**src/hw/srst_defines.vh**
```
`ifndef SRST_DEFINES_VH
`define SRST_DEFINES_VH
// ----------------------------------------
// Register byte addresses
// ----------------------------------------
`define SRST_ADDR_RXSC    12'h000
`define SRST_ADDR_TXSC    12'h004
`define SRST_ADDR_BAUDC   12'h008
`define SRST_ADDR_DIVL    12'h00C
`define SRST_ADDR_DIVH    12'h010
`define SRST_ADDR_RXDATA  12'h014
`define SRST_ADDR_TXDATA  12'h018
`define SRST_ADDR_IRQ     12'h01C
// ----------------------------------------
// receive_status_control fields
// ----------------------------------------
`define SRST_RX_PEN   7
`define SRST_RX_NINE  6
`define SRST_RX_SINGLE_RECEIVE_ENABLE  5
`define SRST_RX_CONTINUOUS_RECEIVE_ENABLE  4
`define SRST_RX_ADDRESS_DETECT_ENABLE 3
`define SRST_RX_FRAMING_ERROR_FLAG  2
`define SRST_RX_OVERRUN_ERROR_FLAG  1
`define SRST_RX_D9    0
// ----------------------------------------
// transmit_status_control fields
// ----------------------------------------
`define SRST_TX_CLOCK_SOURCE_SELECT  7
`define SRST_TX_NINE  6
`define SRST_TX_EN    5
`define SRST_TX_SYNC  4
`define SRST_TX_HIGH_SPEED_BAUD_SELECT  2
`define SRST_TX_TRMT  1
`define SRST_TX_D9    0
// ----------------------------------------
// baud_control and interrupt register fields
// ----------------------------------------
`define SRST_BC_WIDE   3
`define SRST_IRQ_RECEIVE_INTERRUPT_FLAG  0
`define SRST_IRQ_TRANSMIT_INTERRUPT_FLAG  1
`define SRST_IRQ_RECEIVE_INTERRUPT_ENABLE  2
`define SRST_IRQ_TRANSMIT_INTERRUPT_ENABLE  3
`define SRST_IRQ_PERIPHERAL_INTERRUPT_ENABLE  4
`define SRST_IRQ_GIE   5
`define SRST_IRQ_SLEEP 6
// ----------------------------------------
// Reset values
// ----------------------------------------
`define SRST_RST_BYTE 8'h00
`define SRST_RST_DIV  16'h0000
`endif

```
**src/hw/srst_top.v**
```verilog
// Summary of operation
// - Port enable on; async needs sync clear
// - Nine-bit select receives and reports ninth bit
// - Continuous receive starts only when enabled
// - Buffer load sets receive flag and interrupt
// - Data read returns oldest character low byte
// - Overrun sticks until continuous enable cleared
// - Address detect in nine-bit mode admits only ninth-bit-set characters
// - Admitted address characters show ninth bit one
// - Clearing address detect admits all characters
// - Sync set, clock source clear: slave
// - Slave transmits when both receive enables clear
// - Slave transmit like master, external clock
// - First word shifts, second waits, flag clear
// - After first shifts, second loads, flag sets
// - Transmit flag wakes sleep; global vectors
// - Transmit enable bit enables transmission
// - Writing transmit data starts transmission
// - Flags set regardless of enable bits
//
// The placing of the registers and the APB interface to the registers were decided locally.
`include "srst_defines.vh"
module srst_top #(
  parameter RX_DEPTH = 2
) (
  input wire pclk,
  input wire presetn,
  input wire psel,
  input wire penable,
  input wire pwrite,
  input wire [11:0] paddr,
  input wire [31:0] pwdata,
  output reg [31:0] prdata,
  output reg pready,
  output reg pslverr,
  input wire rx_pin,
  input wire ck_pin,
  output reg dt_out,
  output reg dt_oe,
  output reg irq_out,
  output reg wake_out
);
  // ----------------------------------------
  // Registers
  // ----------------------------------------
  reg [7:0] rxsc_q;
  reg [7:0] txsc_q;
  reg [7:0] baudc_q;
  reg [15:0] div_q;
  reg [6:0] irqc_q;
  reg framing_error_flag_q, overrun_error_flag_q;
  // ----------------------------------------
  // Input synchronisers
  // ----------------------------------------
  reg rx_s1_q, rx_s2_q, ck_s1_q, ck_s2_q, ck_prev_q;
  always @(posedge pclk or negedge presetn) begin
    if (!presetn) begin
      rx_s1_q <= 1'b1;
      rx_s2_q <= 1'b1;
      ck_s1_q <= 1'b0;
      ck_s2_q <= 1'b0;
      ck_prev_q <= 1'b0;
    end else begin
      rx_s1_q <= rx_pin;
      rx_s2_q <= rx_s1_q;
      ck_s1_q <= ck_pin;
      ck_s2_q <= ck_s1_q;
      ck_prev_q <= ck_s2_q;
    end
  end
  wire ck_rise = ck_s2_q & ~ck_prev_q;
  wire ck_fall = ~ck_s2_q & ck_prev_q;
  // ----------------------------------------
  // Mode decode
  // ----------------------------------------
  wire pen = rxsc_q[`SRST_RX_PEN];
  wire sync_m = txsc_q[`SRST_TX_SYNC];
  wire async_rx_on = pen & ~sync_m & rxsc_q[`SRST_RX_CONTINUOUS_RECEIVE_ENABLE];
  wire slave_m = pen & sync_m & ~txsc_q[`SRST_TX_CLOCK_SOURCE_SELECT];
  wire slave_rx = slave_m & (rxsc_q[`SRST_RX_SINGLE_RECEIVE_ENABLE] | rxsc_q[`SRST_RX_CONTINUOUS_RECEIVE_ENABLE]);
  wire slave_tx = slave_m & ~rxsc_q[`SRST_RX_SINGLE_RECEIVE_ENABLE] & ~rxsc_q[`SRST_RX_CONTINUOUS_RECEIVE_ENABLE];
  wire rx_nine = rxsc_q[`SRST_RX_NINE];
  // ----------------------------------------
  // APB decode
  // ----------------------------------------
  wire acc = psel & penable & pready;
  wire wr = acc & pwrite;
  wire rd = acc & ~pwrite;
  function hit;
    input [11:0] a;
    input [11:0] b;
    hit = (a == b);
  endfunction
  // ----------------------------------------
  // Baud tick: divisor and speed bits set the rate
  // ----------------------------------------
  reg [17:0] bcnt_q;
  wire [17:0] period = baudc_q[`SRST_BC_WIDE] ?
      ({2'b00, div_q} + 18'h00001) :
      ({10'h000, div_q[7:0]} + 18'h00001);
  wire [4:0] osr = txsc_q[`SRST_TX_HIGH_SPEED_BAUD_SELECT] ? 5'h04 : 5'h10;
  wire tick = (bcnt_q == 18'h00000);
  always @(posedge pclk or negedge presetn) begin
    if (!presetn)
      bcnt_q <= 18'h00000;
    else if (tick)
      bcnt_q <= period - 18'h00001;
    else
      bcnt_q <= bcnt_q - 18'h00001;
  end
  // ----------------------------------------
  // Receive shifter (async oversampled, or slave sampled on clock)
  // ----------------------------------------
  reg [1:0] rst_q;
  reg [4:0] ov_q;
  reg [3:0] rbit_q;
  reg [8:0] rsr_q;
  reg rdone_q;
  reg rferr_q;
  localparam RS_IDLE = 2'b00, RS_START = 2'b01, RS_DATA = 2'b10, RS_STOP = 2'b11;
  wire [3:0] nbits = rx_nine ? 4'h9 : 4'h8;
  always @(posedge pclk or negedge presetn) begin
    if (!presetn) begin
      rst_q <= RS_IDLE;
      ov_q <= 5'h00;
      rbit_q <= 4'h0;
      rsr_q <= 9'h000;
      rdone_q <= 1'b0;
      rferr_q <= 1'b0;
    end else begin
      rdone_q <= 1'b0;
      if (slave_rx) begin
        rst_q <= RS_IDLE;
        if (ck_fall) begin
          rsr_q <= {rx_s2_q, rsr_q[8:1]};
          if (rbit_q == nbits - 4'h1) begin
            rbit_q <= 4'h0;
            rdone_q <= 1'b1;
            rferr_q <= 1'b0;
          end else
            rbit_q <= rbit_q + 4'h1;
        end
      end else if (!async_rx_on) begin
        rst_q <= RS_IDLE;
        rbit_q <= 4'h0;
      end else if (tick) begin
        case (rst_q)
          RS_IDLE: begin
            if (!rx_s2_q) begin
              rst_q <= RS_START;
              ov_q <= {1'b0, osr[4:1]} - 5'h01;
            end
          end
          RS_START: begin
            if (ov_q != 5'h00)
              ov_q <= ov_q - 5'h01;
            else if (rx_s2_q)
              rst_q <= RS_IDLE;
            else begin
              rst_q <= RS_DATA;
              ov_q <= osr - 5'h01;
              rbit_q <= 4'h0;
            end
          end
          RS_DATA: begin
            if (ov_q != 5'h00)
              ov_q <= ov_q - 5'h01;
            else begin
              ov_q <= osr - 5'h01;
              rsr_q <= {rx_s2_q, rsr_q[8:1]};
              if (rbit_q == nbits - 4'h1)
                rst_q <= RS_STOP;
              else
                rbit_q <= rbit_q + 4'h1;
            end
          end
          default: begin
            if (ov_q != 5'h00)
              ov_q <= ov_q - 5'h01;
            else begin
              rst_q <= RS_IDLE;
              rdone_q <= 1'b1;
              rferr_q <= ~rx_s2_q;
            end
          end
        endcase
      end
    end
  end
  // Eight-bit frames sit in rsr_q[8:1] and are right-aligned by the select, with no extra shift
  wire [8:0] rword = rx_nine ? rsr_q : {1'b0, rsr_q[8:1]};
  // ----------------------------------------
  // Receive buffer
  // ----------------------------------------
  reg [9:0] rbuf_q [0:RX_DEPTH-1];
  reg [1:0] rwp_q, rrp_q;
  reg [2:0] rcnt_q;
  wire admit = ~(rxsc_q[`SRST_RX_ADDRESS_DETECT_ENABLE] & rx_nine) | rword[8];
  wire rpush = rdone_q & admit & (rcnt_q != RX_DEPTH);
  wire rover = rdone_q & admit & (rcnt_q == RX_DEPTH);
  wire rpop = rd & hit(paddr, `SRST_ADDR_RXDATA) & (rcnt_q != 3'h0);
  wire [9:0] rhead = rbuf_q[rrp_q[0]];
  integer i;
  always @(posedge pclk or negedge presetn) begin
    if (!presetn) begin
      rwp_q <= 2'b00;
      rrp_q <= 2'b00;
      rcnt_q <= 3'h0;
      for (i = 0; i < RX_DEPTH; i = i + 1)
        rbuf_q[i] <= 10'h000;
    end else begin
      if (rpush) begin
        rbuf_q[rwp_q[0]] <= {rferr_q, rword};
        rwp_q <= rwp_q + 2'b01;
      end
      if (rpop)
        rrp_q <= rrp_q + 2'b01;
      if (rpush & ~rpop)
        rcnt_q <= rcnt_q + 3'h1;
      else if (rpop & ~rpush)
        rcnt_q <= rcnt_q - 3'h1;
    end
  end
  // ----------------------------------------
  // Transmit buffer and shifter (slave, external clock)
  // ----------------------------------------
  reg [8:0] txbuf_q;
  reg txfull_q;
  reg [9:0] tsr_q;
  reg [3:0] tleft_q;
  wire tx_on = txsc_q[`SRST_TX_EN] & slave_tx;
  wire txw = wr & hit(paddr, `SRST_ADDR_TXDATA);
  wire tsr_idle = (tleft_q == 4'h0);
  wire tload = tx_on & txfull_q & tsr_idle;
  always @(posedge pclk or negedge presetn) begin
    if (!presetn) begin
      txbuf_q <= 9'h000;
      txfull_q <= 1'b0;
      tsr_q <= 10'h000;
      tleft_q <= 4'h0;
      dt_out <= 1'b1;
      dt_oe <= 1'b0;
    end else begin
      dt_oe <= tx_on;
      if (txw) begin
        txbuf_q <= {txsc_q[`SRST_TX_D9], pwdata[7:0]};
        txfull_q <= 1'b1;
      end else if (tload)
        txfull_q <= 1'b0;
      if (!tx_on)
        tleft_q <= 4'h0;
      else if (tload) begin
        tsr_q <= {1'b0, txbuf_q};
        tleft_q <= txsc_q[`SRST_TX_NINE] ? 4'h9 : 4'h8;
        dt_out <= txbuf_q[0];
      end else if (ck_rise & ~tsr_idle) begin
        // Bit goes out on rising edge, master samples late in the low phase
        tsr_q <= {1'b0, tsr_q[9:1]};
        dt_out <= tsr_q[1];
        tleft_q <= tleft_q - 4'h1;
      end
    end
  end
  // ----------------------------------------
  // Flags
  // ----------------------------------------
  wire receive_interrupt_flag = (rcnt_q != 3'h0);
  wire transmit_interrupt_flag = ~txfull_q;
  // Packed enables: [0] receive_interrupt_enable, [1] transmit_interrupt_enable, [3] peripheral_interrupt_enable, [4] gie
  wire irq_d = irqc_q[4] &
      ((receive_interrupt_flag & irqc_q[0]) | (transmit_interrupt_flag & irqc_q[1] & irqc_q[3]));
  wire wake_d = irqc_q[3] & irqc_q[1] & transmit_interrupt_flag;
  // ----------------------------------------
  // Register writes
  // ----------------------------------------
  always @(posedge pclk or negedge presetn) begin
    if (!presetn) begin
      rxsc_q <= `SRST_RST_BYTE;
      txsc_q <= `SRST_RST_BYTE;
      baudc_q <= `SRST_RST_BYTE;
      div_q <= `SRST_RST_DIV;
      irqc_q <= 7'h00;
      framing_error_flag_q <= 1'b0;
      overrun_error_flag_q <= 1'b0;
      irq_out <= 1'b0;
      wake_out <= 1'b0;
    end else begin
      irq_out <= irq_d;
      wake_out <= wake_d;
      if (wr & hit(paddr, `SRST_ADDR_RXSC))
        rxsc_q <= pwdata[7:0];
      if (wr & hit(paddr, `SRST_ADDR_TXSC))
        txsc_q <= pwdata[7:0];
      if (wr & hit(paddr, `SRST_ADDR_BAUDC))
        baudc_q <= pwdata[7:0];
      if (wr & hit(paddr, `SRST_ADDR_DIVL))
        div_q[7:0] <= pwdata[7:0];
      if (wr & hit(paddr, `SRST_ADDR_DIVH))
        div_q[15:8] <= pwdata[7:0];
      // Enables: rc_ie tx_ie pe_ie gie packed low
      if (wr & hit(paddr, `SRST_ADDR_IRQ))
        irqc_q <= {pwdata[`SRST_IRQ_SLEEP], pwdata[`SRST_IRQ_PERIPHERAL_INTERRUPT_ENABLE],
                   pwdata[`SRST_IRQ_GIE], pwdata[`SRST_IRQ_PERIPHERAL_INTERRUPT_ENABLE],
                   pwdata[`SRST_IRQ_TRANSMIT_INTERRUPT_ENABLE], pwdata[`SRST_IRQ_TRANSMIT_INTERRUPT_ENABLE],
                   pwdata[`SRST_IRQ_RECEIVE_INTERRUPT_ENABLE]};
      // Overrun set wins; cleared only by dropping continuous enable
      if (rover)
        overrun_error_flag_q <= 1'b1;
      else if (!rxsc_q[`SRST_RX_CONTINUOUS_RECEIVE_ENABLE])
        overrun_error_flag_q <= 1'b0;
      framing_error_flag_q <= (rcnt_q != 3'h0) ? rhead[9] : 1'b0;
    end
  end
  // ----------------------------------------
  // APB read and answer
  // ----------------------------------------
  wire known = hit(paddr, `SRST_ADDR_RXSC) | hit(paddr, `SRST_ADDR_TXSC) |
      hit(paddr, `SRST_ADDR_BAUDC) | hit(paddr, `SRST_ADDR_DIVL) |
      hit(paddr, `SRST_ADDR_DIVH) | hit(paddr, `SRST_ADDR_RXDATA) |
      hit(paddr, `SRST_ADDR_TXDATA) | hit(paddr, `SRST_ADDR_IRQ);
  reg [7:0] rdv;
  always @* begin
    rdv = 8'h00;
    case (paddr)
      `SRST_ADDR_RXSC:
        rdv = {rxsc_q[7:3], framing_error_flag_q, overrun_error_flag_q,
               rxsc_q[`SRST_RX_ADDRESS_DETECT_ENABLE] & rx_nine ? 1'b1 : rhead[8]};
      `SRST_ADDR_TXSC:
        rdv = {txsc_q[7:2], ~tx_on | tsr_idle, txsc_q[0]};
      `SRST_ADDR_BAUDC: rdv = baudc_q;
      `SRST_ADDR_DIVL: rdv = div_q[7:0];
      `SRST_ADDR_DIVH: rdv = div_q[15:8];
      `SRST_ADDR_RXDATA: rdv = rhead[7:0];
      `SRST_ADDR_IRQ:
        rdv = {1'b0, irqc_q[6], irqc_q[4], irqc_q[3], irqc_q[1], irqc_q[0],
               transmit_interrupt_flag, receive_interrupt_flag};
      default: rdv = 8'h00;
    endcase
  end
  always @(posedge pclk or negedge presetn) begin
    if (!presetn) begin
      pready <= 1'b0;
      prdata <= 32'h00000000;
      pslverr <= 1'b0;
    end else begin
      pready <= psel & ~penable;
      if (psel & ~penable) begin
        prdata <= {24'h000000, rdv};
        pslverr <= ~known;
      end else begin
        pslverr <= 1'b0;
      end
    end
  end
endmodule

```
**config.mk**
```make
export PLATFORM = sky130hd
export DESIGN_NAME = srst_top
export DESIGN_NICKNAME = d
export VERILOG_FILES = /design/src/hw/srst_top.v
export VERILOG_INCLUDE_DIRS = /design/src /design/src/hw
export SDC_FILE = /design/constraint.sdc
export NUM_CORES = 1
export LEC_CHECK = 0
export BUFFER_PORTS_ARGS = -buffer_cell sky130_fd_sc_hd__buf_2
export CORE_UTILIZATION = 30
export DETAILED_ROUTE_END_ITERATION = 12
export SYNTH_ARGS = -nofsm -noshare
export SYNTH_HDL_FRONTEND = slang
export SYNTH_SLANG_ARGS = --single-unit
```
**constraint.sdc**
```tcl
create_clock -name pclk -period 3.2 [get_ports pclk]
set_input_delay 0.48 -clock pclk [delete_from_list [all_inputs] [get_ports pclk]]
set_output_delay 0.48 -clock pclk [all_outputs]
set_load 0.02 [all_outputs]
```
======== Word level (Yosys, flattened, before mapping) ========
Cells that the tools add are included.
cells by class
  add/sub/neg operators ................... 14
  multiplexer cells ....................... 75
  equality and inequality tests ........... 29
  reduce and logical (&&, ||, !) cells .... 21
  order comparisons ....................... 3
  bitwise gates (word level) .............. 69
operator list
  operator                 count
  $mux W9                  7
  $mux W10                 6
  $pmux W8 S7              1
  $eq A12 B5 Y1 const B    4
  $mux W4                  12
  $and A1 B1 Y1            39
  $mux W5                  6
  $mux W1                  25
  $eq A12 B4 Y1 const B    2
  $ne A4 B4 Y1 const B     6
  $bwmux W20               1
  $logic_not A18 Y1        1
  $mux W18                 1
  $mux W2                  9
  $reduce_and A6 Y1        3
  $sub A17 B1 Y18 const B  1
  $sub A18 B1 Y18 const B  1
  $add A16 B1 Y17 const B  1
  $mux W17                 1
  $not A1 Y1               17
  $pmux W5 S3              1
  $eq A12 B3 Y1 const B    1
  $logic_not A12 Y1        1
  $reduce_bool A2 Y1       6
  other kinds (37)         58
storage, ports and cells
  output and inout bits ................... 38
  register bits ........................... 159
  logic and storage cells ................. 247

======== Longest topological paths before layout ========
Gate-level depths: netlist of run 1.
  depth after elaboration ................. 10
  mapped depth ............................ 13

======== Worst setup path before layout of run 1 ========
No wires, ideal clock.
  path kind ............................... input port to flip-flop
  start point ............................. input paddr[9]
  end point ............................... register rcnt_q[1]
  path slack .............................. 0.158 ns
  data arrival time ....................... 2.917 ns
  setup time .............................. 0.125 ns
  path buffers ............................ 1
  stages .................................. 11
  path through ............................ nor4_1 > nand3_1 > nor2_1 > and2_1 > clkbuf_1 > nor2b_1 > nand4b_1 > ha_1 > inv_1 > fa_1 > mux2_2
on the way
  word-level cells in the longest chain between the ends .. 6
RTL lines
  what                                                  RTL line        source
  from (decl)                                           srst_top.v:31   input wire [11:0] paddr,
  $eq A12 B5 Y1 *                                       srst_top.v:92   hit = (a == b);
  $and A1 B1 Y1 * (2 in series)                         srst_top.v:201  wire rpop = rd & hit(paddr, `SRST_ADDR_RXDATA) & (rcnt_q != 3'h0);
  $not A1 Y1                                            srst_top.v:218  if (rpush & ~rpop)
  $and A1 B1 Y1                                         srst_top.v:218
  $mux W3 / $reduce_bool A2 Y1 (equally long branches)  -
  to (signal assigned)                                  srst_top.v:219  rcnt_q <= rcnt_q + 3'h1;
  to (signal assigned)                                  srst_top.v:221  rcnt_q <= rcnt_q - 3'h1;
  to (decl)                                             srst_top.v:197  reg [2:0] rcnt_q;
Every way passes the cells marked *; elsewhere a longest branch is shown, timed or not.
A chain may end at the register's enable or synchronous reset.

======== Worst setup path after layout of run 1 ========
  start point ............................. register bcnt_q[10]
  end point ............................... register bcnt_q[11]
on the way
  word-level cells in the longest chain between the ends .. 2
RTL lines
  what                                                         RTL line                        source
  from (decl)                                                  srst_top.v:97                   reg [17:0] bcnt_q;
  from (signal assigned)                                       srst_top.v:107                  bcnt_q <= period - 18'h00001;
  from (signal assigned)                                       srst_top.v:109                  bcnt_q <= bcnt_q - 18'h00001;
  $sub A18 B1 Y18 / $logic_not A18 Y1 (equally long branches)  srst_top.v:109, srst_top.v:102
  $mux W18 *                                                   srst_top.v:106                  else if (tick)
Marked as above.

==> metrics.csv, run 1 <==
stage;metric;value;unit
global_routing;grt_pass1_wl;29700;um
sta;clock_skew;0.00733;ns
layout;multi_input_area;3800;um^2
clocking;clkLatencyLatePin;0.42;ns
sta;worst_pin_slew;0.959;ns
global_routing;grt_pass1_vias;5558;
synth;yosysTopAreaCell;dfrtp_1;
synth;synth_compound_area_frac;0.142;
synth;netlist_area;7850;um^2
floorplanning;dieArea;26800;um^2
sta;finalSetupViolations;0;
power;leakagePower;3.97;nW
place;pre_cts_slack;0.174;ns
sta;fin_ws;0.461;ns
power;p_int;3.40;mW
floorplanning;die_y;164;um
clocking;numCtsBuffers;17;
floorplanning;boundaryPins;89;
sta;grt_setup_unrepaired;no;
clocking;cts_tree;done;
layout;layout_common_cells;146 x dfrtp_1, 90 x nand2_1, 63 x mux2_2;
place;detailedPlacementHpwl;13200;um
sta;slew_viol_final;0;
synth;synth-seq-cells;149;
sta;min_period;2.74;ns
synth;synth_xor_area_frac;0.0378;
global_routing;grt.overflow.total;0;
critical_path;cp-end-kind;flip-flop;
run_status;status;completed;
clocking;cts.repair.resized;0;
sta;clock.fmax;365;MHz
floorplanning;core;25400;um^2
critical_path;crit_type;flip-flop to flip-flop;
sta;hold_viol_final;0;
power;p_sw;1.26;mW
synth;async_reset_ff_frac;1.00;
layout;nets;876;
critical_path;crit_slowest_cell;nor4_1;
sta;slew_headroom;0.359;
layout;regArea;3730;um^2
critical_path;cp_common_cell;o211ai_1;
critical_path;path_cells;nor4_1, and2_1, buf_4, nand3_1, o21ai_0, or4_4, o211ai_1, o211ai_1;
power;vdd_ir_drop_max;0.330;mV
global_routing;grt_usage;0.144;
layout;fillers;2561;
power;combPwrFrac;0.122;
synth;synthAdderAreaFrac;0.0201;
route;via_per_inst;4.97;
synth;synthMuxAreaShare;0.115;
sta;period_share;0.856;
route;post-route-drc-count;0;
power;power_density;516;nW/um^2
place;placement.io_buffers;40;
route;wl_per_cell;15.6;um
clocking;postCtsHoldBufs;0;
synth;ys.flop_type;dfrtp_1;
floorplanning;initial_utilization;0.309;
clocking;postCtsSetupRepairBufs;0;
route;wirelength;18000;um
place;gp_congestion;0.857;
sta;tns;0;ns
layout;diodes;0;
synth;synth_simple_gate_area_frac;0.158;
synth;syn_inst;755;
floorplanning;die_w;164;um
synth;synth_edf_count;0;
route;ant_nets;0;
route;vias;5737;
synth;yosys-top-cells-area;dfrtp_1 47%, mux2_2 9.0%, nand2_1 4.3%, o21ai_0 3.6%, buf_4 2.6%;
clocking;ctsRootBufferMaster;clkbuf_16;
global_routing;grt_max_degree;65;
synth;synth_cell_types;80;
critical_path;worstPathArrival;3.08;ns
floorplanning;rows;58;
clocking;clockBufferDepth;2;
layout;final_common_cell;dfrtp_1;
min_path;hold_path_class;primary input to asynchronous set/reset pin;
flow_run;cap_viol_max_count;0;
route;drtIter0Drc;447;
synth;yosys_warnings;0;
power;p_sw_frac;0.270;
critical_path;critical-path-max-stage-delay;0.59;ns
power;clkPwrFrac;0.422;
critical_path;cp-start-kind;flip-flop;
power;p_seq_frac;0.456;
clocking;clk_pin_slew;0.06;ns
clocking;htreeDepth;4;
critical_path;cp_data_required_time;3.54;ns
clocking;cts_sinks;149;
synth;synth_top_family_by_area;simple AND/OR/NAND/NOR gates;
synth;yosysTopAreaCellShare;0.465;
layout;area_growth;15.0;%
global_routing;antenna_found_initial;0;
layout;drive_above_1_share;0.233;
route;drtPass1Iterations;8;
synth;synth-seq-area-share;0.475;
power;power;4.66;mW
critical_path;crit_path_max_fanout;6;
synth;syn_area_per_cell;10.4;um^2
## cells in the mapped netlist, drive strengths merged (5+ instances only)
cell type	n
a222oi	10
or4	5
nand3	16
a31oi	12
clkbuf	22
and2	6
o21ai	57
buf	29
and3	7
a21oi	31
mux2i	17
nand2	90
nor4	12
or3	5
inv	21
nor2	46
xnor2	19
ha	11
nand4	6
a21o	9
dfrtp	146
nor3	24
mux2	63
xor2	14
nand2b	5
## power by group through the flow
stage / logic, mW / registers, mW / clock network (mW)
after detailed placement: 0.570 / 2.16 / 0
after global routing: 0.641 / 2.15 / 2.09
after floorplan: 0.437 / 2.13 / 0
after global placement: 0.560 / 2.16 / 0
final: 0.568 / 2.13 / 1.97
after CTS: 0.570 / 2.13 / 2.01
## worst max-delay path, delay by kind of cell, from the launching register on
family | cells | cell delay, ns
buffers and inverters | 1 | 0.15
flip-flops | 1 | 0.43
AND/OR/NAND/NOR | 4 | 1.31
AO/OA/AOI/OAI | 3 | 0.76
## logic make-up after synthesis
kind of cell / Yosys count
AOI/OAI and AO/OA: 164
xor gates and xnor gates: 33
adders and majority gates: 12
buffers and inverters: 72
DFF: 149
muxes: 81
other: 1
and+or+nand+nor: 243
## registers in the layout, summed over array words and instances (netlist names), 2 cells and up
signal and count:
rbuf_q 20, bcnt_q 18, div_q 16, rsr_q 9, txbuf_q 9, baudc_q 8
prdata 8, tsr_q 8, txsc_q 7, irqc_q 5, ov_q 5, rxsc_q 5
rbit_q 4, tleft_q 4, rcnt_q 3, rst_q 2
## final timing paths
path                            start         end  slack, ns  cells after the start
hold reg to reg               ck_s1_q     ck_s2_q       0.35                      0
hold / removal                presetn    tsr_q[2]       0.05                      1
max in group asynchronous     presetn     rx_s2_q       2.36                      2
min in group pclk              rx_pin     rx_s1_q       0.16                      1
setup reg to reg           bcnt_q[10]  bcnt_q[11]       0.46                      8
setup / recovery           bcnt_q[10]  bcnt_q[11]       0.46                      8
## final cells by class
type | instances | share of cell area
clock inverter | 11 | 0.0140
timing repair buffer | 67 | 0.0467
multi-input combinational | 557 | 0.421
inverter | 21 | 0.00873
tap | 330 | 0.0457
clock buffer | 19 | 0.0502
sequential | 149 | 0.413
## metal layers
| metal | track usage | part of all wire | vias up |
|---|---|---|---|
| met5 | 0 | 0 | - |
| met3 | 0.0346 | 0.041 | 12 |
| met2 | 0.229 | 0.47 | 106 |
| met1 | 0.194 | 0.48 | 2814 |
| met4 | 0.0400 | 0.0089 | 0 |
| li1 | - | - | 2805 |
## per-stage QoR
step | hold slack (ns) | instance area, um^2 | utilization | cells
after floorplan | 0.184 | 7940 | - | 778
after global placement | 0.335 | 8450 | 0.333 | 1124
after detailed placement | 0.338 | 8450 | 0.333 | 1124
after CTS | 0.0676 | 9030 | 0.355 | 1154
after global routing | 0.0846 | 9030 | 0.355 | 1154
final | 0.0494 | 9030 | 0.355 | 1154
No activity file was read; power rests on OpenSTA's default activity.
==> run 2, diff against run 1 <==
--- a/config.mk
+++ b/config.mk
@@ -10,4 +10,5 @@
 export CORE_UTILIZATION = 30
 export DETAILED_ROUTE_END_ITERATION = 12
+export SLEW_MARGIN = 20
 export SYNTH_ARGS = -nofsm -noshare
 export SYNTH_HDL_FRONTEND = slang
==> constraint.sdc (replaced) <==
create_clock -name pclk -period 3.2 [get_ports pclk]
set_input_delay 0.32 -clock pclk [delete_from_list [all_inputs] [get_ports pclk]]
set_output_delay 0.32 -clock pclk [all_outputs]
set_load 0.02 [all_outputs]
==> metrics.csv, run 2 (synthesis gave the netlist of run 1 again) <==
stage;metric;value;unit
run_status;status;completed;
place;placement.io_buffers;40;
sta;finalSetupViolations;0;
clocking;clkLatencyLatePin;0.42;ns
layout;final_common_cell;dfrtp_1;
floorplanning;dieArea;26800;um^2
floorplanning;core;25400;um^2
clocking;ctsRootBufferMaster;clkbuf_16;
route;via_per_inst;5.02;
critical_path;cp-end-kind;flip-flop;
flow_run;cap_viol_max_count;0;
floorplanning;rows;58;
critical_path;worstRegToRegCells;8;
floorplanning;die_y;164;um
critical_path;cp_data_required_time;3.54;ns
clocking;cts_tree;done;
global_routing;grt_max_degree;82;
layout;nets;876;
route;wl_met2;9050;um
floorplanning;die_w;164;um
clocking;htreeDepth;4;
floorplanning;initial_utilization;0.309;
sta;tns;0;ns
critical_path;reg2reg_to;bcnt_q[11];
route;post-route-drc-count;0;
critical_path;rr_startpoint;bcnt_q[10];
critical_path;crit_path_max_fanout;6;
clocking;clk_pin_slew;0.06;ns
critical_path;rrSetupSlack;0.36;ns
layout;fillers;2536;
layout;largestRegisters;rbuf_q x20, bcnt_q x18, div_q x16;
sta;period_share;0.886;
place;gp_congestion;0.838;
sta;grt_setup_unrepaired;no;
sta;worst_pin_slew;1.06;ns
layout;top_register;rbuf_q;
global_routing;grt_pass1_vias;5709;
critical_path;crit_path_start;bcnt_q[10];
route;wl_per_cell;16.0;um
critical_path;crit_type;flip-flop to flip-flop;
place;post_dp_cell_area;8430;um^2
place;detailedPlacementHpwl;13400;um
route;top_layer;met4;
route;wl_met3;837;um
layout;diodes;0;
power;power_density;548;nW/um^2
route;wl_met1;8400;um
sta;clock.fmax;353;MHz
critical_path;cp-start-kind;flip-flop;
place;placedCellCount;1121;
route;vias;5807;
layout;drive_above_1_share;0.230;
clocking;cts_sinks;149;
clocking;clockBufferDepth;2;
route;wirelength;18500;um
layout;final_cells;1156;
route;drtIter0Drc;432;
floorplanning;boundaryPins;89;
layout;largest_reg_flops;20;
power;power;5.01;mW
route;ant_nets;0;
global_routing;grt_pass1_wl;30600;um
sta;clock_skew;0.00918;ns
sta;slew_headroom;0.295;
global_routing;grt.overflow.total;0;
global_routing;grt_usage;0.148;
layout;fin_util;0.360;
sta;min_period;2.84;ns
critical_path;worstPathArrival;3.17;ns
layout;area_growth;16.5;%
power;leakagePower;4.02;nW
min_path;hold_path_class;primary input to flip-flop;
sta;slew_viol_final;0;
power;vdd_ir_drop_max;0.239;mV
layout;post-route-cell-area;9150;um^2
critical_path;endpoint;bcnt_q[11];
global_routing;antenna_found_initial;0;
layout;layout_common_cells;146 x dfrtp_1, 90 x nand2_1, 63 x mux2_2;
clocking;postCtsSetupRepairBufs;0;
sta;hold_viol_final;0;
clocking;cts.repair.resized;0;
route;drtPass1Iterations;6;
clocking;numCtsBuffers;17;
## run 2: cell types whose count changed in the layout (fill, tap and decap cells not counted), sizes merged
cell	change
buf	-3
dlygate4sd3	+3
inv	-1
bufinv	+4
clkbuf	+2
clkinvlp	-3
## run 2: metrics by stage
step / setup WS (ns) / hold WS, ns
3_3_place_gp: 0.321 / 0.335
2_1_floorplan: 0.318 / 0.0244
3_5_place_dp: 0.263 / 0.335
4_1_cts: 0.388 / 0.219
5_1_grt: 0.196 / 0.239
6_report: 0.364 / 0.237
## run 2: what timing repair did
item | CTS | global route
endpoints found under the hold margin | 79 | 0
setup endpoints to repair | 0 | 0
hold buffers | 3 | 0
## run 2: report_power, final
group	switching, mW	internal [mW]
sequential	0.129	2.00
clock	0.788	1.53
combinational	0.347	0.221
total	1.26	3.75
## run 2: worst max-delay path, cell delays in order (launching register included)
cell and delay [ns]:
dfrtp_1 0.44, nor4_1 0.60, and2_1 0.25, buf_4 0.15, nand3_1 0.21, o21ai_0 0.61
or4_4 0.28, o211ai_1 0.10, o211ai_1 0.11
## run 2: area by class of cell
cell class,count,area [um^2],area share
clock inverters,11,219,0.0239
clock buffers,21,470,0.0514
inverters,21,78.8,0.00862
well taps,330,413,0.0451
repair buffers,67,429,0.0469
flip-flops and latches,149,3730,0.408
multi-input cells,557,3800,0.416
## run 2: worst min path at each step
stage | slack (ns) | from | end | depth (start not counted)
after floorplan | 0.02 | presetn | baudc_q[0] | 0
after global placement | 0.33 | ck_s1_q | ck_s2_q | 0
after detailed placement | 0.33 | ck_s1_q | ck_s2_q | 0
after CTS | 0.22 | pwdata[1] | div_q[1] | 2
after global routing | 0.24 | pwdata[0] | txbuf_q[0] | 2
final | 0.24 | pwdata[1] | div_q[1] | 2
## run 2: layer usage
layer  track usage  up-vias
met3        0.0278       15
met1         0.196     2857
met2         0.243      139
met5             0        -
li1              -     2796
met4        0.0476        0
